<file path="src/gpio_wake_defines.vh">
`ifndef GPIO_WAKE_DEFINES_VH
`define GPIO_WAKE_DEFINES_VH

// ****************************************************************
// Register byte offsets
// ****************************************************************
`define OFS_WAKE_STATUS_2 8'h00
`define OFS_WAKE_STATUS_3 8'h04
`define OFS_WAKE_STATUS_4 8'h08
`define OFS_WAKE_STATUS_5 8'h0C
`define OFS_WAKE_STATUS_7 8'h10
`define OFS_WAKE_ENABLE_2 8'h14
`define OFS_WAKE_ENABLE_3 8'h18
`define OFS_WAKE_ENABLE_4 8'h1C
`define OFS_WAKE_ENABLE_5 8'h20
`define OFS_WAKE_ENABLE_7 8'h24
`define OFS_MGMT_STATUS_3 8'h28
`define OFS_MGMT_STATUS_4 8'h2C
`define OFS_MGMT_STATUS_5 8'h30
`define OFS_MGMT_STATUS_7 8'h34
`define OFS_MGMT_ENABLE_3 8'h38
`define OFS_MGMT_ENABLE_4 8'h3C
`define OFS_MGMT_ENABLE_5 8'h40
`define OFS_MGMT_ENABLE_7 8'h44
`define OFS_DUAL_EDGE_STATUS 8'h48
`define OFS_GLOBAL_CTRL 8'h4C
`define OFS_POLARITY_LO 8'h50
`define OFS_POLARITY_HI 8'h54
`define OFS_DUAL_EDGE_CAPTURE 8'h58
`define OFS_PIN_DATA_LO 8'h5C
`define OFS_PIN_DATA_HI 8'h60

// ****************************************************************
// Field layout
// ****************************************************************
`define NUM_PINS 42
`define NUM_DUAL 6
`define BIT_GLOBAL_WAKE_EN 0
`define BIT_MGMT_SERIAL_ROUTE 1
`define RESP_OKAY 2'b00
`define RESP_SLVERR 2'b10
`define ZERO_8 8'h00
`define ZERO_32 32'h00000000

// Pin index map: port1 0-7, port2 8-15, port3 16-23, port5 24-31,
// port4 pin1 32, port4 pin3 33, port6 pin0 34, port6 pin1 35.
`define PIN_P2_7 8
`define PIN_P3_3 19
`define PIN_P5_3 27

`endif

</file>
<file path="src/gpio_wake_smi_event_logic.v">
// How it works
// Every port one, two, three, five pin, port four pins 1,3, port six pins 0,1 has wake bits.
// Wake pair 2 port one, 3 port two, 5 port five, 4 mixed, 7 port three high.
// Interrupt bits exist for the same pins except port two pin 3.
// Interrupt pairs 3,4,5,7 map pins as listed; port one shares pair 5.
// Six pins capture both edges for wake and interrupt events.
// Each dual-edge pin also owns a collected dual-edge status bit.
// Exactly six dual-edge pins; others detect the polarity-selected edge only.
// Dual-edge capture ignores direction, polarity and driver type for events.
// Polarity still inverts the data bit read back for a dual-edge pin.
// Dual-edge pin requests only with capture selected and enable set.
// Status sets on each transition and clears only by writing one.
// One register shows all six dual-edge status bits.
// Status records events regardless of enables or capture selection.
// Software keeps port two pin 7 interrupt enable clear when it is the output.
// Software uses port two pin 7 as a source only with serial routing.
// Port three pin 3 comes up driven low as output after reset.
// Port three pin 3 is a non-inverting output with main supply removed.
// Port four pin 3 defaults to its general-purpose function after reset.
// Port five pin 3 comes up driven low as output after every reset.
// Port five pin 3 is a non-inverting output held low without main supply.
// Single-edge pins: polarity picks edge; non-inverted default means rising.
// Global wake enable gates the wake output.
// Status AND enable per event, ORed into the combined request.
// Inputs synchronised before edge detection; reset clears all status.
//
// The implementer's own choices: register access over AXI4-Lite and the placing of the registers.
`timescale 1ns/1ps
`include "gpio_wake_defines.vh"

module gpio_wake_smi_event_logic (
  input wire aclk,
  input wire aresetn,
  input wire [7:0] port_one_pins,
  input wire [7:0] port_two_pins,
  input wire [7:0] port_three_pins,
  input wire [1:0] port_four_pins_1_3,
  input wire [7:0] port_five_pins,
  input wire [1:0] port_six_pins_0_1,
  input wire main_supply_present,
  output wire port_three_pin_3_out,
  output wire port_three_pin_3_oe,
  output wire port_five_pin_3_out,
  output wire port_five_pin_3_oe,
  output wire port_four_pin_3_gpio_sel,
  output reg wake_out,
  output reg mgmt_irq_out,
  output reg mgmt_irq_serial,
  input wire [7:0] s_axi_awaddr,
  input wire s_axi_awvalid,
  output wire s_axi_awready,
  input wire [31:0] s_axi_wdata,
  input wire [3:0] s_axi_wstrb,
  input wire s_axi_wvalid,
  output wire s_axi_wready,
  output reg [1:0] s_axi_bresp,
  output reg s_axi_bvalid,
  input wire s_axi_bready,
  input wire [7:0] s_axi_araddr,
  input wire s_axi_arvalid,
  output wire s_axi_arready,
  output reg [31:0] s_axi_rdata,
  output reg [1:0] s_axi_rresp,
  output reg s_axi_rvalid,
  input wire s_axi_rready
);

  // ****************************************************************
  // Pin gathering and synchronisation
  // ****************************************************************
  wire [`NUM_PINS-1:0] pins_raw;
  reg [`NUM_PINS-1:0] sync1_r;
  reg [`NUM_PINS-1:0] sync2_r;
  reg [`NUM_PINS-1:0] prev_r;

  // Upper six index bits 36-41 are unused padding, tied low.
  assign pins_raw = {6'h00, port_six_pins_0_1, port_four_pins_1_3, port_five_pins,
                     port_three_pins, port_two_pins, port_one_pins};

  always @(posedge aclk) begin
    if (!aresetn) begin
      sync1_r <= {`NUM_PINS{1'b0}};
      sync2_r <= {`NUM_PINS{1'b0}};
      prev_r <= {`NUM_PINS{1'b0}};
    end else begin
      sync1_r <= pins_raw;
      sync2_r <= sync1_r;
      prev_r <= sync2_r;
    end
  end

  // ****************************************************************
  // Control registers
  // ****************************************************************
  reg [`NUM_PINS-1:0] wake_en_r;
  reg [`NUM_PINS-1:0] mgmt_en_r;
  reg [`NUM_PINS-1:0] polarity_r;
  reg [`NUM_PINS-1:0] wake_sts_r;
  reg [`NUM_PINS-1:0] mgmt_sts_r;
  reg [`NUM_DUAL-1:0] dual_capture_r;
  reg [`NUM_DUAL-1:0] dual_sts_r;
  reg global_wake_en_r;
  reg serial_route_r;

  // Which pins carry wake and interrupt bits, and which are dual-edge.
  localparam [`NUM_PINS-1:0] WAKE_MASK = 42'h00F_FFFF_FFFF;
  localparam [`NUM_PINS-1:0] MGMT_MASK = 42'h00F_FFFF_F7FF;
  localparam [`NUM_PINS-1:0] DUAL_MASK = 42'h00F_0000_0600;

  wire [`NUM_PINS-1:0] dual_sel;
  wire [`NUM_PINS-1:0] event_hit;
  wire [`NUM_PINS-1:0] data_view;

  // Dual-edge pins in order: p2.1, p2.2, p4.1, p4.3, p6.0, p6.1.
  assign dual_sel = {6'h00, dual_capture_r[5:2], 21'h000000, dual_capture_r[1:0], 9'h000};

  genvar g;
  generate
    for (g = 0; g < `NUM_PINS; g = g + 1) begin : g_pin
      wire rise = sync2_r[g] & ~prev_r[g];
      wire fall = ~sync2_r[g] & prev_r[g];
      // Dual-edge pins see both edges whether or not capture is selected.
      if (DUAL_MASK[g]) begin : g_dual
        assign event_hit[g] = rise | fall;
      end else begin : g_single
        assign event_hit[g] = polarity_r[g] ? fall : rise;
      end
      assign data_view[g] = sync2_r[g] ^ polarity_r[g];
    end
  endgenerate

  wire [`NUM_DUAL-1:0] dual_hit = {event_hit[35:32], event_hit[10:9]};

  // ****************************************************************
  // AXI4-Lite slave
  // ****************************************************************
  reg aw_held_r;
  reg w_held_r;
  reg [7:0] awaddr_r;
  reg [31:0] wdata_r;
  reg [3:0] wstrb_r;

  assign s_axi_awready = ~aw_held_r & ~s_axi_bvalid;
  assign s_axi_wready = ~w_held_r & ~s_axi_bvalid;
  assign s_axi_arready = ~s_axi_rvalid;

  wire aw_have = aw_held_r | s_axi_awvalid;
  wire w_have = w_held_r | s_axi_wvalid;
  wire [7:0] wa = aw_held_r ? awaddr_r : s_axi_awaddr;
  wire [31:0] wd = w_held_r ? wdata_r : s_axi_wdata;
  wire [3:0] ws = w_held_r ? wstrb_r : s_axi_wstrb;
  wire wr_go = aw_have & w_have & ~s_axi_bvalid;
  wire [7:0] wb = ws[0] ? wd[7:0] : `ZERO_8;

  // Write-one-to-clear masks from byte 0 of each status write; interrupt status 5 also takes byte 1.
  reg [`NUM_PINS-1:0] wake_clr;
  reg [`NUM_PINS-1:0] mgmt_clr;
  reg [`NUM_DUAL-1:0] dual_clr;
  reg wr_ok;

  always @* begin
    wake_clr = {`NUM_PINS{1'b0}};
    mgmt_clr = {`NUM_PINS{1'b0}};
    dual_clr = {`NUM_DUAL{1'b0}};
    wr_ok = 1'b1;
    if (!wr_go) begin
      wr_ok = 1'b1;
    end else if (wa == `OFS_WAKE_STATUS_2) begin
      wake_clr[7:0] = wb;
    end else if (wa == `OFS_WAKE_STATUS_3) begin
      wake_clr[15:8] = wb;
    end else if (wa == `OFS_WAKE_STATUS_4) begin
      wake_clr[19:16] = wb[3:0];
      wake_clr[32] = wb[4];
      wake_clr[33] = wb[5];
      wake_clr[34] = wb[6];
      wake_clr[35] = wb[7];
    end else if (wa == `OFS_WAKE_STATUS_5) begin
      wake_clr[31:24] = wb;
    end else if (wa == `OFS_WAKE_STATUS_7) begin
      wake_clr[23:20] = wb[3:0];
    end else if (wa == `OFS_MGMT_STATUS_3) begin
      mgmt_clr[15:8] = wb & 8'hF7;
      mgmt_clr[34] = wb[3];
    end else if (wa == `OFS_MGMT_STATUS_4) begin
      mgmt_clr[19:16] = wb[3:0];
      mgmt_clr[32] = wb[4];
      mgmt_clr[33] = wb[5];
      mgmt_clr[35] = wb[6];
    end else if (wa == `OFS_MGMT_STATUS_5) begin
      mgmt_clr[31:24] = wb;
      mgmt_clr[7:0] = ws[1] ? wd[15:8] : `ZERO_8;
    end else if (wa == `OFS_MGMT_STATUS_7) begin
      mgmt_clr[23:20] = wb[3:0];
    end else if (wa == `OFS_DUAL_EDGE_STATUS) begin
      dual_clr = wb[5:0];
    end else if (wa > `OFS_PIN_DATA_HI) begin
      wr_ok = 1'b0;
    end
  end

  always @(posedge aclk) begin
    if (!aresetn) begin
      aw_held_r <= 1'b0;
      w_held_r <= 1'b0;
      awaddr_r <= `ZERO_8;
      wdata_r <= `ZERO_32;
      wstrb_r <= 4'h0;
      s_axi_bvalid <= 1'b0;
      s_axi_bresp <= `RESP_OKAY;
    end else begin
      if (s_axi_awvalid & s_axi_awready & ~wr_go) begin
        aw_held_r <= 1'b1;
        awaddr_r <= s_axi_awaddr;
      end
      if (s_axi_wvalid & s_axi_wready & ~wr_go) begin
        w_held_r <= 1'b1;
        wdata_r <= s_axi_wdata;
        wstrb_r <= s_axi_wstrb;
      end
      if (wr_go) begin
        aw_held_r <= 1'b0;
        w_held_r <= 1'b0;
        s_axi_bvalid <= 1'b1;
        s_axi_bresp <= wr_ok ? `RESP_OKAY : `RESP_SLVERR;
      end else if (s_axi_bready) begin
        s_axi_bvalid <= 1'b0;
      end
    end
  end

  // ****************************************************************
  // Enables, polarity and status
  // ****************************************************************
  wire ws0 = wr_go & ws[0];
  wire ws1 = wr_go & ws[1];

  always @(posedge aclk) begin
    if (!aresetn) begin
      wake_en_r <= {`NUM_PINS{1'b0}};
      mgmt_en_r <= {`NUM_PINS{1'b0}};
      polarity_r <= {`NUM_PINS{1'b0}};
      dual_capture_r <= {`NUM_DUAL{1'b0}};
      global_wake_en_r <= 1'b0;
      serial_route_r <= 1'b0;
      wake_sts_r <= {`NUM_PINS{1'b0}};
      mgmt_sts_r <= {`NUM_PINS{1'b0}};
      dual_sts_r <= {`NUM_DUAL{1'b0}};
    end else begin
      // Hardware set wins over a same-cycle software clear.
      wake_sts_r <= ((wake_sts_r & ~wake_clr) | event_hit) & WAKE_MASK;
      mgmt_sts_r <= ((mgmt_sts_r & ~mgmt_clr) | event_hit) & MGMT_MASK;
      dual_sts_r <= (dual_sts_r & ~dual_clr) | dual_hit;
      if (ws0 && wa == `OFS_WAKE_ENABLE_2) begin
        wake_en_r[7:0] <= wd[7:0];
      end else if (ws0 && wa == `OFS_WAKE_ENABLE_3) begin
        wake_en_r[15:8] <= wd[7:0];
      end else if (ws0 && wa == `OFS_WAKE_ENABLE_4) begin
        wake_en_r[19:16] <= wd[3:0];
        wake_en_r[35:32] <= wd[7:4];
      end else if (ws0 && wa == `OFS_WAKE_ENABLE_5) begin
        wake_en_r[31:24] <= wd[7:0];
      end else if (ws0 && wa == `OFS_WAKE_ENABLE_7) begin
        wake_en_r[23:20] <= wd[3:0];
      end else if (ws0 && wa == `OFS_MGMT_ENABLE_3) begin
        mgmt_en_r[15:8] <= wd[7:0] & 8'hF7;
        mgmt_en_r[34] <= wd[3];
      end else if (ws0 && wa == `OFS_MGMT_ENABLE_4) begin
        mgmt_en_r[19:16] <= wd[3:0];
        mgmt_en_r[33:32] <= wd[5:4];
        mgmt_en_r[35] <= wd[6];
      end else if (wr_go && wa == `OFS_MGMT_ENABLE_5) begin
        if (ws[0]) mgmt_en_r[31:24] <= wd[7:0];
        if (ws[1]) mgmt_en_r[7:0] <= wd[15:8];
      end else if (ws0 && wa == `OFS_MGMT_ENABLE_7) begin
        mgmt_en_r[23:20] <= wd[3:0];
      end else if (ws0 && wa == `OFS_GLOBAL_CTRL) begin
        global_wake_en_r <= wd[`BIT_GLOBAL_WAKE_EN];
        serial_route_r <= wd[`BIT_MGMT_SERIAL_ROUTE];
      end else if (wr_go && wa == `OFS_POLARITY_LO) begin
        if (ws[0]) polarity_r[7:0] <= wd[7:0];
        if (ws[1]) polarity_r[15:8] <= wd[15:8];
        if (ws[2]) polarity_r[23:16] <= wd[23:16];
        if (ws[3]) polarity_r[31:24] <= wd[31:24];
      end else if (ws0 && wa == `OFS_POLARITY_HI) begin
        polarity_r[35:32] <= wd[3:0];
      end else if (ws0 && wa == `OFS_DUAL_EDGE_CAPTURE) begin
        dual_capture_r <= wd[5:0];
      end
    end
  end

  // ****************************************************************
  // Request outputs
  // ****************************************************************
  // Dual-edge pins request only while capture is selected for them.
  wire [`NUM_PINS-1:0] req_gate = ~DUAL_MASK | dual_sel;
  wire wake_any = |(wake_sts_r & wake_en_r & req_gate);
  wire mgmt_any = |(mgmt_sts_r & mgmt_en_r & req_gate);

  always @(posedge aclk) begin
    if (!aresetn) begin
      wake_out <= 1'b0;
      mgmt_irq_out <= 1'b0;
      mgmt_irq_serial <= 1'b0;
    end else begin
      wake_out <= wake_any & global_wake_en_r;
      mgmt_irq_out <= mgmt_any & ~serial_route_r;
      mgmt_irq_serial <= mgmt_any & serial_route_r;
    end
  end

  // Fan and infrared pins drive low after reset and without main supply.
  assign port_three_pin_3_out = 1'b0;
  assign port_three_pin_3_oe = 1'b1;
  assign port_five_pin_3_out = 1'b0;
  assign port_five_pin_3_oe = 1'b1;
  assign port_four_pin_3_gpio_sel = 1'b1;

  // ****************************************************************
  // Read path
  // ****************************************************************
  reg [31:0] rd_val;
  reg rd_ok;

  always @* begin
    rd_val = `ZERO_32;
    rd_ok = 1'b1;
    if (s_axi_araddr == `OFS_WAKE_STATUS_2) rd_val[7:0] = wake_sts_r[7:0];
    else if (s_axi_araddr == `OFS_WAKE_STATUS_3) rd_val[7:0] = wake_sts_r[15:8];
    else if (s_axi_araddr == `OFS_WAKE_STATUS_4) rd_val[7:0] = {wake_sts_r[35:32], wake_sts_r[19:16]};
    else if (s_axi_araddr == `OFS_WAKE_STATUS_5) rd_val[7:0] = wake_sts_r[31:24];
    else if (s_axi_araddr == `OFS_WAKE_STATUS_7) rd_val[3:0] = wake_sts_r[23:20];
    else if (s_axi_araddr == `OFS_WAKE_ENABLE_2) rd_val[7:0] = wake_en_r[7:0];
    else if (s_axi_araddr == `OFS_WAKE_ENABLE_3) rd_val[7:0] = wake_en_r[15:8];
    else if (s_axi_araddr == `OFS_WAKE_ENABLE_4) rd_val[7:0] = {wake_en_r[35:32], wake_en_r[19:16]};
    else if (s_axi_araddr == `OFS_WAKE_ENABLE_5) rd_val[7:0] = wake_en_r[31:24];
    else if (s_axi_araddr == `OFS_WAKE_ENABLE_7) rd_val[3:0] = wake_en_r[23:20];
    else if (s_axi_araddr == `OFS_MGMT_STATUS_3)
      rd_val[7:0] = {mgmt_sts_r[15:12], mgmt_sts_r[34], mgmt_sts_r[10:8]};
    else if (s_axi_araddr == `OFS_MGMT_STATUS_4)
      rd_val[6:0] = {mgmt_sts_r[35], mgmt_sts_r[33:32], mgmt_sts_r[19:16]};
    else if (s_axi_araddr == `OFS_MGMT_STATUS_5) rd_val[15:0] = {mgmt_sts_r[7:0], mgmt_sts_r[31:24]};
    else if (s_axi_araddr == `OFS_MGMT_STATUS_7) rd_val[3:0] = mgmt_sts_r[23:20];
    else if (s_axi_araddr == `OFS_MGMT_ENABLE_3)
      rd_val[7:0] = {mgmt_en_r[15:12], mgmt_en_r[34], mgmt_en_r[10:8]};
    else if (s_axi_araddr == `OFS_MGMT_ENABLE_4)
      rd_val[6:0] = {mgmt_en_r[35], mgmt_en_r[33:32], mgmt_en_r[19:16]};
    else if (s_axi_araddr == `OFS_MGMT_ENABLE_5) rd_val[15:0] = {mgmt_en_r[7:0], mgmt_en_r[31:24]};
    else if (s_axi_araddr == `OFS_MGMT_ENABLE_7) rd_val[3:0] = mgmt_en_r[23:20];
    else if (s_axi_araddr == `OFS_DUAL_EDGE_STATUS) rd_val[5:0] = dual_sts_r;
    else if (s_axi_araddr == `OFS_GLOBAL_CTRL) rd_val[1:0] = {serial_route_r, global_wake_en_r};
    else if (s_axi_araddr == `OFS_POLARITY_LO) rd_val = polarity_r[31:0];
    else if (s_axi_araddr == `OFS_POLARITY_HI) rd_val[3:0] = polarity_r[35:32];
    else if (s_axi_araddr == `OFS_DUAL_EDGE_CAPTURE) rd_val[5:0] = dual_capture_r;
    else if (s_axi_araddr == `OFS_PIN_DATA_LO) rd_val = data_view[31:0];
    else if (s_axi_araddr == `OFS_PIN_DATA_HI) rd_val[3:0] = data_view[35:32];
    else rd_ok = 1'b0;
  end

  always @(posedge aclk) begin
    if (!aresetn) begin
      s_axi_rvalid <= 1'b0;
      s_axi_rdata <= `ZERO_32;
      s_axi_rresp <= `RESP_OKAY;
    end else if (s_axi_arvalid & s_axi_arready) begin
      s_axi_rvalid <= 1'b1;
      s_axi_rdata <= rd_val;
      s_axi_rresp <= rd_ok ? `RESP_OKAY : `RESP_SLVERR;
    end else if (s_axi_rready) begin
      s_axi_rvalid <= 1'b0;
    end
  end

endmodule // gpio_wake_smi_event_logic

</file>
<file path="config.mk">
export PLATFORM = sky130hd
export DESIGN_NAME = gpio_wake_smi_event_logic
export DESIGN_NICKNAME = d
export VERILOG_FILES = /design/src/gpio_wake_smi_event_logic.v
export VERILOG_INCLUDE_DIRS = /design/src
export SDC_FILE = /design/constraint.sdc
export NUM_CORES = 1
export LEC_CHECK = 0
export ABC_AREA = 1
export BUFFER_PORTS_ARGS = -buffer_cell sky130_fd_sc_hd__buf_2
export CORE_MARGIN = 5
export CORE_UTILIZATION = 40
export CTS_CLUSTER_SIZE = 28
export DETAILED_ROUTE_END_ITERATION = 7
export GPL_ROUTABILITY_DRIVEN = 0
export PLACE_DENSITY = 0.64
export SYNTH_ARGS = -nofsm -noshare
export SYNTH_HDL_FRONTEND = slang
export SYNTH_SLANG_ARGS = --single-unit
</file>
<file path="constraint.sdc">
create_clock -name aclk -period 2.7 [get_ports aclk]
set_clock_uncertainty 0.15 [all_clocks]
set_input_delay 0.405 -clock aclk [delete_from_list [all_inputs] [get_ports aclk]]
set_output_delay 0.405 -clock aclk [all_outputs]
set_load 0.02 [all_outputs]
</file>
# --- Word level (Yosys, flattened, before mapping) ---
# Cells that the tools add are included.
totals:
  word_cells: 636
  regBits: 405
  output_inout_bits: 49
  in_bits: 96
classes:
  eq_ne: 46
  n_mux: 282
  order_cmp: 1
  reduce_logical: 36
  bitwise_logic: 233
ops:
  columns: ["cell", "count"]
  rows:
  - ["32-bit 2-to-1 mux", 22]
  - ["25-bit 2-to-1 mux", 28]
  - ["30-bit 2-to-1 mux", 20]
  - ["28-bit 2-to-1 mux", 20]
  - ["8-bit 2-to-1 mux", 45]
  - ["16-bit 2-to-1 mux", 16]
  - ["36-bit 2-to-1 mux", 7]
  - ["24-bit 2-to-1 mux", 10]
  - ["36-bit bitwise AND", 4]
  - ["8-bit by 6-bit equality test with 1-bit output, second input constant", 16]
  - ["8-bit by 7-bit equality test with 1-bit output, second input constant", 16]
  - ["1-bit NOT", 91]
  - ["1-bit bitwise AND", 85]
  - ["42-bit bitwise AND", 2]
  - ["42-bit OR reduction", 2]
  - ["6-bit 2-to-1 mux", 13]
  - ["1-bit 2-to-1 mux", 74]
  - ["36-bit NOT", 2]
  - ["36-bit bitwise OR", 2]
  - ["8-bit by 5-bit equality test with 1-bit output, second input constant", 8]
  - ["4-bit 2-to-1 mux", 15]
  - ["12-bit AND reduction", 5]
  - ["26-bit 2-to-1 mux", 2]
  - ["1-bit bitwise XOR", 36]
  - ["25 further kinds", 57]

# --- Longest topological paths before layout ---
# Gate-level depths: netlist (run 1).
logic_depth:
  ltp_word: 140
  ltp_mapped: 23
  ltp_nobuf: 23

# --- Worst setup path before layout (run 1) ---
# Ideal clock, no wire load.
synth_timing:
  path_type: "in2reg"
  from: "in s_axi_araddr[0]"
  to: "reg s_axi_rdata[5]"
  setup_slack_ns: 0.459
  arrival_ns: 1.973
  n_path_buf: 1
  setup_time_ns: 0.117
  t_required_ns: 2.433
  stages: 17
  cell_sequence: "inv_1 nand2_1 nor2_4 inv_2 nor2_4 inv_2 buf_2 o211ai_2 nand4_1 o211ai_1 nand3_1 nand3_1 o21ai_0 o21ai_1 nand4_1 nor2_1 nor2_1"
synth_between:
  elab_chain_len: 113
  elab_cells_between_ends: 136
  classes_between: "eq/ne (23); mux (112); reduce/logical (1)"
synth_lines:
  columns: ["item", "line_no", "text"]
  rows:
  - ["start, declared", "gpio_wake_smi_event_logic.v:59", "input wire [7:0] s_axi_araddr,"]
  - ["8-bit by 7-bit equality test with 1-bit output (no line)", null, null]
  - ["28-bit 2-to-1 mux", "gpio_wake_smi_event_logic.v:356", "else if (s_axi_araddr == `OFS_PIN_DATA_LO) rd_val = data_view[31:0];"]
  - ["6-bit 2-to-1 mux", "gpio_wake_smi_event_logic.v:355", "else if (s_axi_araddr == `OFS_DUAL_EDGE_CAPTURE) rd_val[5:0] = dual_capture_r;"]
  - ["28-bit 2-to-1 mux", "gpio_wake_smi_event_logic.v:354", "else if (s_axi_araddr == `OFS_POLARITY_HI) rd_val[3:0] = polarity_r[35:32];"]
  - ["32-bit 2-to-1 mux", "gpio_wake_smi_event_logic.v:353", "else if (s_axi_araddr == `OFS_POLARITY_LO) rd_val = polarity_r[31:0];"]
  - ["32-bit 2-to-1 mux", "gpio_wake_smi_event_logic.v:352", "else if (s_axi_araddr == `OFS_GLOBAL_CTRL) rd_val[1:0] = {serial_route_r, global_wake_en_r};"]
  - ["32-bit 2-to-1 mux", "gpio_wake_smi_event_logic.v:351", "else if (s_axi_araddr == `OFS_DUAL_EDGE_STATUS) rd_val[5:0] = dual_sts_r;"]
  - ["32-bit 2-to-1 mux", "gpio_wake_smi_event_logic.v:350", "else if (s_axi_araddr == `OFS_MGMT_ENABLE_7) rd_val[3:0] = mgmt_en_r[23:20];"]
  - ["[97 not listed]", null, null]
  - ["8-bit 2-to-1 mux", "gpio_wake_smi_event_logic.v:336", "else if (s_axi_araddr == `OFS_WAKE_ENABLE_4) rd_val[7:0] = {wake_en_r[35:32], wake_en_r[19:16]};"]
  - ["8-bit 2-to-1 mux", "gpio_wake_smi_event_logic.v:335", "else if (s_axi_araddr == `OFS_WAKE_ENABLE_3) rd_val[7:0] = wake_en_r[15:8];"]
  - ["8-bit 2-to-1 mux", "gpio_wake_smi_event_logic.v:334", "else if (s_axi_araddr == `OFS_WAKE_ENABLE_2) rd_val[7:0] = wake_en_r[7:0];"]
  - ["28-bit 2-to-1 mux", "gpio_wake_smi_event_logic.v:333", "else if (s_axi_araddr == `OFS_WAKE_STATUS_7) rd_val[3:0] = wake_sts_r[23:20];"]
  - ["8-bit 2-to-1 mux", "gpio_wake_smi_event_logic.v:332", "else if (s_axi_araddr == `OFS_WAKE_STATUS_5) rd_val[7:0] = wake_sts_r[31:24];"]
  - ["8-bit 2-to-1 mux", "gpio_wake_smi_event_logic.v:331", "else if (s_axi_araddr == `OFS_WAKE_STATUS_4) rd_val[7:0] = {wake_sts_r[35:32], wake_sts_r[19:16]};"]
  - ["8-bit 2-to-1 mux", "gpio_wake_smi_event_logic.v:330", "else if (s_axi_araddr == `OFS_WAKE_STATUS_3) rd_val[7:0] = wake_sts_r[15:8];"]
  - ["8-bit 2-to-1 mux *", "gpio_wake_smi_event_logic.v:329", "if (s_axi_araddr == `OFS_WAKE_STATUS_2) rd_val[7:0] = wake_sts_r[7:0];"]
  - ["end signal, assigned", "gpio_wake_smi_event_logic.v:364", "s_axi_rdata <= `ZERO_32;"]
  - ["end signal, assigned", "gpio_wake_smi_event_logic.v:368", "s_axi_rdata <= rd_val;"]
  - ["end, declared", "gpio_wake_smi_event_logic.v:62", "output reg [31:0] s_axi_rdata,"]
# Every way passes the cells marked *; elsewhere a longest branch is shown, timed or not. The select of a mux whose other input is x is not followed.
# A chain may end at the register's enable or synchronous reset.

# --- Final worst setup path (run 1) ---
layout_timing:
  from: "in s_axi_awaddr[3]"
  to: "reg polarity_r[16]"
layout_between:
  elab_chain_len: 5
  elab_cells_between_ends: 34
  classes_between: "eq/ne (11); mux (1); bitwise (10); reduce/logical (12)"
layout_lines:
  columns: ["item", "line_no", "text"]
  rows:
  - ["start, declared", "gpio_wake_smi_event_logic.v:49", "input wire [7:0] s_axi_awaddr,"]
  - ["8-bit 2-to-1 mux *", "gpio_wake_smi_event_logic.v:149", "wire [7:0] wa = aw_held_r ? awaddr_r : s_axi_awaddr;"]
  - ["8-bit by 7-bit equality test with 1-bit output (no line) (tied with other cells)", null, null]
  - ["1-bit logical AND (no line)", null, null]
  - ["1-bit NOT (no line)", null, null]
  - ["12-bit AND reduction (no line) *", null, null]
  - ["end signal, assigned", "gpio_wake_smi_event_logic.v:242", "polarity_r <= {`NUM_PINS{1'b0}};"]
  - ["end signal, assigned", "gpio_wake_smi_event_logic.v:283", "if (ws[2]) polarity_r[23:16] <= wd[23:16];"]
  - ["end, declared", "gpio_wake_smi_event_logic.v:97", "reg [`NUM_PINS-1:0] polarity_r;"]
# Every way passes the cells marked *; elsewhere a longest branch is shown, timed or not.

==> results.toml, run 1 <==
[run_status]
outcome = "finished, final reports clean"

[placed_design]
placed_cell_area_um2 = 18300
port_buffers = 136
place_inst = 2957
dp.final_hpwl_mm = 42.1

[synth]
synth_seq_cells = 385
netlist_area_um2 = 16700
syn_area_per_cell_um2 = 7.24
async_reset_ff_share_pct = 0
synth_top_flop_cell = "dfxtp_1"
synth_cells = 2305
synth_edf_count = 0
ys_seq_area_share_pct = 46.2
ys_types = 53
yosys_warnings = 0

[detailed_routing]
drc = 0
drt_iter0_drc = 1479
wl_per_cell_um = 18.3
via_per_inst = 5.29
drt_pass1_iterations = 6
vias = 16297
postRouteAntennaNets = 0
wl_mm = 56.4

[power_and_ir_drop]
clockPowerShare_pct = 45.0
power_per_cell_area_nw_per_um2 = 647
leakage_uw = 0.00850
p_sw_uw = 3300
p_comb_share_pct = 8.7
sequentialPowerShare_pct = 46.3
irDropWorstVdd_uv = 571
p_int_uw = 9730
swShare_pct = 25.3

[clock_network]
clock-sinks = 385
htreeDepth = 2
tritoncts = "done"
path_clk_slew_ps = 60
root_buffer = "clkbuf_16"
tritoncts.num_buffers = 42
clock_latency_ps = 550
clock_path_buffers = 3

[layout]
multi_input_comb_area_um2 = 7170
nets = 2611
fin_area_um2 = 20200
final_common_cell = "nand2_1"
final_util_pct = 49.1
instances_no_fill = 3078
drive_above_1_share_pct = 14.3
regArea_um2 = 7710
final_cell_mix = "nand2_1 (494), dfxtp_1 (385), inv_1 (348)"
nFillCells = 4003
syn_to_final_growth_pct = 20.8
antenna_cells = 0

[global_routing]
grt_pass1_vias = 15503
antenna_found_initial = 0
gr-total-overflow = 0
grt_max_degree = 76
grt_pass1_wl_mm = 87.5
gr-usage-all-layers_pct = 23.7

[critical_path]
cp.required_ps = 3010
path_buf_inv = 6
crit_slowest_cell = "dlygate4sd3_1"
cp.arrival_ps = 2880
end_kind = "flop"
cp_cell_sequence = "dlygate4sd3_1 -> buf_2 -> o21ai_1 -> inv_2 -> nor3_4 -> inv_2 -> nor4_4 -> buf_6 -> o211ai_4 -> buf_4 -> a211oi_2"
cp_common_cell = "inv_2"
start_kind = "input port"
timing_worst_setup_path_type = "input port to flop"
max_stage_delay_ps = 560
path_max_fanout = 16
crit_family = "buffers and inverters"

[floorplanning]
io-pin-count = 145
chipHeight_um = 214
coreArea_um2 = 41000
fp.dieW_um = 214
rows = 74
dieArea_um2 = 45900
start_util_pct = 40.7

[sta]
fmax_ghz = 0.389
finalSetupViolCount = 0
rsz0062_at_grt = "no"
layout_worst_path_cycle_share_pct = 95.2
whs_ps = 15.8
fin_tns_setup_ps = 0
slew_violations = 0
hold_violations = 0
finalCriticalPeriod_ps = 2570
relSlewSlack_pct = 38.8
tightest_slew_ps = 917

[min_path]
hp-class = "input port to flop"

[job]
maxCapViolCount = 0
==> tightest hold or removal path: stages <==
cell and delay [ps]:
buf_2 80, o21ai_0 80, a21oi_1 110
==> cell usage after synthesis (5+ instances only) <==
| cell | number | area (um2) |
|---|---|---|
| nand3_1 | 75 | 375 |
| a211oi_1 | 12 | 90.1 |
| xnor2_1 | 8 | 70.1 |
| o21ai_1 | 11 | 55.1 |
| a221oi_1 | 13 | 114 |
| nand2_1 | 495 | 1860 |
| o311ai_0 | 7 | 61.3 |
| a21oi_1 | 278 | 1390 |
| o21ai_2 | 5 | 43.8 |
| a211oi_2 | 16 | 200 |
| nor2_1 | 113 | 424 |
| dfxtp_1 | 385 | 7710 |
| o21ai_0 | 278 | 1390 |
| clkbuf_1 | 73 | 274 |
| nor2_2 | 6 | 37.5 |
| inv_1 | 348 | 1310 |
| nand4_1 | 45 | 282 |
| buf_4 | 9 | 67.6 |
| buf_6 | 6 | 67.6 |
| buf_2 | 7 | 35.0 |
| inv_2 | 16 | 60.1 |
| nor3_1 | 24 | 120 |
| or2_2 | 6 | 37.5 |
==> metrics by stage <==
step | setup WS [ps] | power [uW]
global placement | -69.8 | 7180
finish | 130 | 13000
global route | 17.4 | 13500
floorplan | 459 | 6740
detailed placement | -69.3 | 7210
CTS | 130 | 13100
==> final timing paths <==
path                                      start             end  slack, ps  depth (start not counted)
worst max-delay path            s_axi_awaddr[3]  polarity_r[16]        130                         11
worst min-delay path             s_axi_wdata[6]      wdata_r[6]         20                          3
worst max register to register        aw_held_r  polarity_r[16]        190                         11
worst min register to register      sync1_r[25]     sync2_r[25]        260                          2
==> final cells by class <==
cell class / instances / share of cell area [%]
Sequential cell: 385 / 38.2
Multi-Input combinational cell: 1458 / 35.6
Timing Repair Buffer: 259 / 8.99
Inverter: 369 / 6.90
Clock buffer: 58 / 6.12
Tap cell: 532 / 3.30
Clock inverter: 17 / 0.875
==> kinds of logic (layout without fill, tap and decap cells) <==
group                  after synthesis  in the layout  share of synthesized area, %
buffers and inverters              467            703                          11.0
AO/OA/AOI/OAI                      653            653                          21.9
AND/OR/NAND/NOR                    783            783                          20.0
flip-flops                         385            385                          46.2
multiplexers                         4              4                         0.270
other                                2              7                        0.0450
XOR/XNOR                            11             11                         0.578
==> sequential cells by signal (all words and copies together), names as in the netlist, 4 cells and up <==
name            flops
polarity_r         36
wake_sts_r         36
sync2_r            36
s_axi_rdata        32
mgmt_sts_r         35
sync1_r            36
wake_en_r          36
awaddr_r            8
wdata_r            32
mgmt_en_r          35
dual_capture_r      6
wstrb_r             4
prev_r             36
dual_sts_r          6
==> power by group through the flow <==
stage                     Sequential [uW]  Combinational [uW]  Clock [uW]
final                                6030                1140        5860
after global routing                 6040                1250        6200
after CTS                            6020                1120        5940
after detailed placement             6150                1070           0
after global placement               6140                1040           0
after floorplan                      6090                 646           0
==> what timing repair did <==
item                                    CTS  global route
endpoints found under the setup margin    0            26
buffers inserted                          0             2
resized for setup                         0             5
hold buffers                             44             0
endpoints found under the hold margin    44             0
==> per-layer routing <==
| metal | vias up | GRT usage (%) | share of wire [%] |
|---|---|---|---|
| met5 | - | 0 | 0 |
| met4 | 0 | 11.1 | 5.2 |
| met3 | 166 | 4.72 | 9.6 |
| met2 | 683 | 38.1 | 45 |
| met1 | 7527 | 30.8 | 40 |
| li1 | 7921 | - | - |
(Power assumes the default switching activity.)
==> run 2: changes to the inputs <==
--- a/config.mk
+++ b/config.mk
@@ -13,7 +13,9 @@
 export CTS_CLUSTER_SIZE = 28
 export DETAILED_ROUTE_END_ITERATION = 7
 export GPL_ROUTABILITY_DRIVEN = 0
+export GPL_TIMING_DRIVEN = 0
 export PLACE_DENSITY = 0.64
+export RECOVER_POWER = 25
 export SYNTH_ARGS = -nofsm -noshare
 export SYNTH_HDL_FRONTEND = slang
 export SYNTH_SLANG_ARGS = --single-unit
==> run 2 against run 1 <==
The flow now finishes with violations (DRC). Sequential share of layout area up 0.19 points. Worst hold slack got worse by 4.5 ps. Non-clock buffer count is 33 higher. Wire length grew 10%. Highest routed layer is now met5.
==> results.toml, run 2 (same netlist as run 1, synthesis figures left out) <==
[clock_network]
clock_latency_ps = 560
tritoncts.num_buffers = 41
root_buffer = "clkbuf_16"
htreeDepth = 2
tritoncts = "done"
clock_path_buffers = 3
path_clk_slew_ps = 60
clock-sinks = 385

[global_routing]
grt_use_met2_pct = 42.0
gr-usage-all-layers_pct = 25.9
busiest_layer = "met2"
grt.met3_usage_pct = 5.70
gr-total-overflow = 0
antenna_found_initial = 1
use_met1_pct = 32.1
grt_max_degree = 14
grt_pass1_wl_mm = 93.9
grt_pass1_vias = 16125

[detailed_routing]
vias = 16971
drc = 2
postRouteAntennaNets = 0
drt_pass1_iterations = 8
drt_iter0_drc = 1828
via_per_inst = 5.46
wl_mm = 62.2
wl_per_cell_um = 20.0

[critical_path]
crit_family = "simple AND/OR/NAND/NOR gates"
r2r_start = "dual_capture_r[1]"
cp_cell_sequence = "buf_2 -> inv_2 -> nand2_1 -> nor2_4 -> inv_2 -> nor2_4 -> inv_2 -> o21ai_0 -> nand4_1 -> nand2_1 -> nand3_1 -> nand2_1 -> o21ai_0 -> o21ai_1 -> nand4_1 -> o21ai_1 -> a21oi_1"
path_max_fanout = 7
cp.arrival_ps = 2890
critical_path.endpoint = "s_axi_rdata[4]"
end_kind = "flop"
r2r-end = "mgmt_irq_serial"
startpoint = "s_axi_araddr[2]"
crit_slowest_cell = "o21ai_0"
rrSetupSlack_ps = 80
start_kind = "input port"
max_stage_delay_ps = 350
path_buf_inv = 4
path_depth = 17
reg2reg_depth = 6
cp.required_ps = 2970
timing_worst_setup_path_type = "input port to flop"

[floorplanning]
coreArea_um2 = 41000
rows = 74
fp.dieW_um = 214
chipHeight_um = 214
io-pin-count = 145
start_util_pct = 40.7
dieArea_um2 = 45900

[layout]
regArea_um2 = 7710
multi_input_comb_area_um2 = 7300
final_common_cell = "nand2_1"
nFillCells = 4072
fin_area_um2 = 20100
instances_no_fill = 3108
nets = 2643
antenna_cells = 0
final_util_pct = 48.9
syn_to_final_growth_pct = 20.2
drive_above_1_share_pct = 12.0
final_cell_mix = "nand2_1 (487), dfxtp_1 (385), inv_1 (343)"

[power_and_ir_drop]
irDropWorstVdd_uv = 520
p_total_uw = 12900
leakage_uw = 0.00821
power_per_cell_area_nw_per_um2 = 642

[sta]
layout_worst_path_cycle_share_pct = 97.0
slew_violations = 0
fmax_ghz = 0.382
fin_tns_setup_ps = 0
hold_violations = 0
finalSetupViolCount = 0
finalCriticalPeriod_ps = 2620
tightest_slew_ps = 1340
relSlewSlack_pct = 9.52
rsz0062_at_grt = "yes"

[job]
maxCapViolCount = 0

[placed_design]
dp.final_hpwl_mm = 47.4
place_inst = 2977
port_buffers = 135
placed_cell_area_um2 = 18000

[run_status]
violations = "DRC"
outcome = "finished with violations"

[min_path]
hp-class = "input port to flop"
-- run 2: cell types whose count changed in the layout (fill, tap and decap cells not counted), moves of 4 or more --
cell	previous run	this run
nand2_1	494	487
nand2_2	5	10
buf_6	2	6
buf_2	135	101
nor2_4	2	10
buf_12	7	0
inv_1	348	343
clkinvlp_4	5	1
clkbuf_1	5	109
inv_2	15	19
clkbuf_2	0	12
buf_4	71	22
nor2_1	112	105
-- run 2: area by class of cell --
| cell class | count | share of cell area [%] |
|---|---|---|
| flip-flops and latches | 385 | 38.4 |
| multi-input cells | 1458 | 36.4 |
| inverters | 369 | 6.96 |
| repair buffers | 195 | 5.97 |
| clock buffers | 58 | 5.88 |
| well taps | 532 | 3.32 |
| plain buffers | 97 | 2.30 |
| clock inverters | 14 | 0.761 |
-- run 2: per-stage QoR --
stage          hold WS, ps  worst slack (ps)
2_1_floorplan          240               459
3_3_place_gp           247              -687
3_5_place_dp           247              -724
4_1_cts              0.687              3.52
5_1_grt               29.9             -39.5
6_report              11.3              82.2
-- run 2: metal layers --
layer | routed length, um | up-vias | share of wire, %
li1 | - | 7988 | -
met1 | 24400 | 7856 | 39
met2 | 27700 | 888 | 45
met3 | 5810 | 237 | 9.3
met4 | 4320 | 2 | 6.9
met5 | 12 | - | 0.019
-- run 2: how the worst min path moves through the flow --
stage               cells past startpoint  slack (ps)             from           to
finish                                  3          10  s_axi_wdata[17]  wdata_r[17]
floorplan                               2         240       sync1_r[0]   sync2_r[0]
global placement                        2         250      sync1_r[25]  sync2_r[25]
global route                            3          30  s_axi_awaddr[2]  awaddr_r[2]
CTS                                     3         0.7   s_axi_wstrb[1]   wstrb_r[1]
detailed placement                      2         250      sync1_r[12]  sync2_r[12]
-- run 2: tightest hold or removal path: cells and delay by family --
family,cells,cell delay (ps)
AO/OA/AOI/OAI,2,190
buffers and inverters,1,80
-- run 2: power by group --
part	internal, uW	switching (uW)
Sequential	5880	151
Combinational	357	855
Clock	3250	2380
-- run 2: what timing repair did --
| action | CTS | global route |
|---|---|---|
| gates resized for setup | 13 | 56 |
| hold buffers | 47 | 0 |
| endpoints found under the hold margin | 47 | 0 |
| setup buffers | 0 | 13 |
| pin swaps | 0 | 7 |
| endpoints found under the setup margin | 56 | 122 |
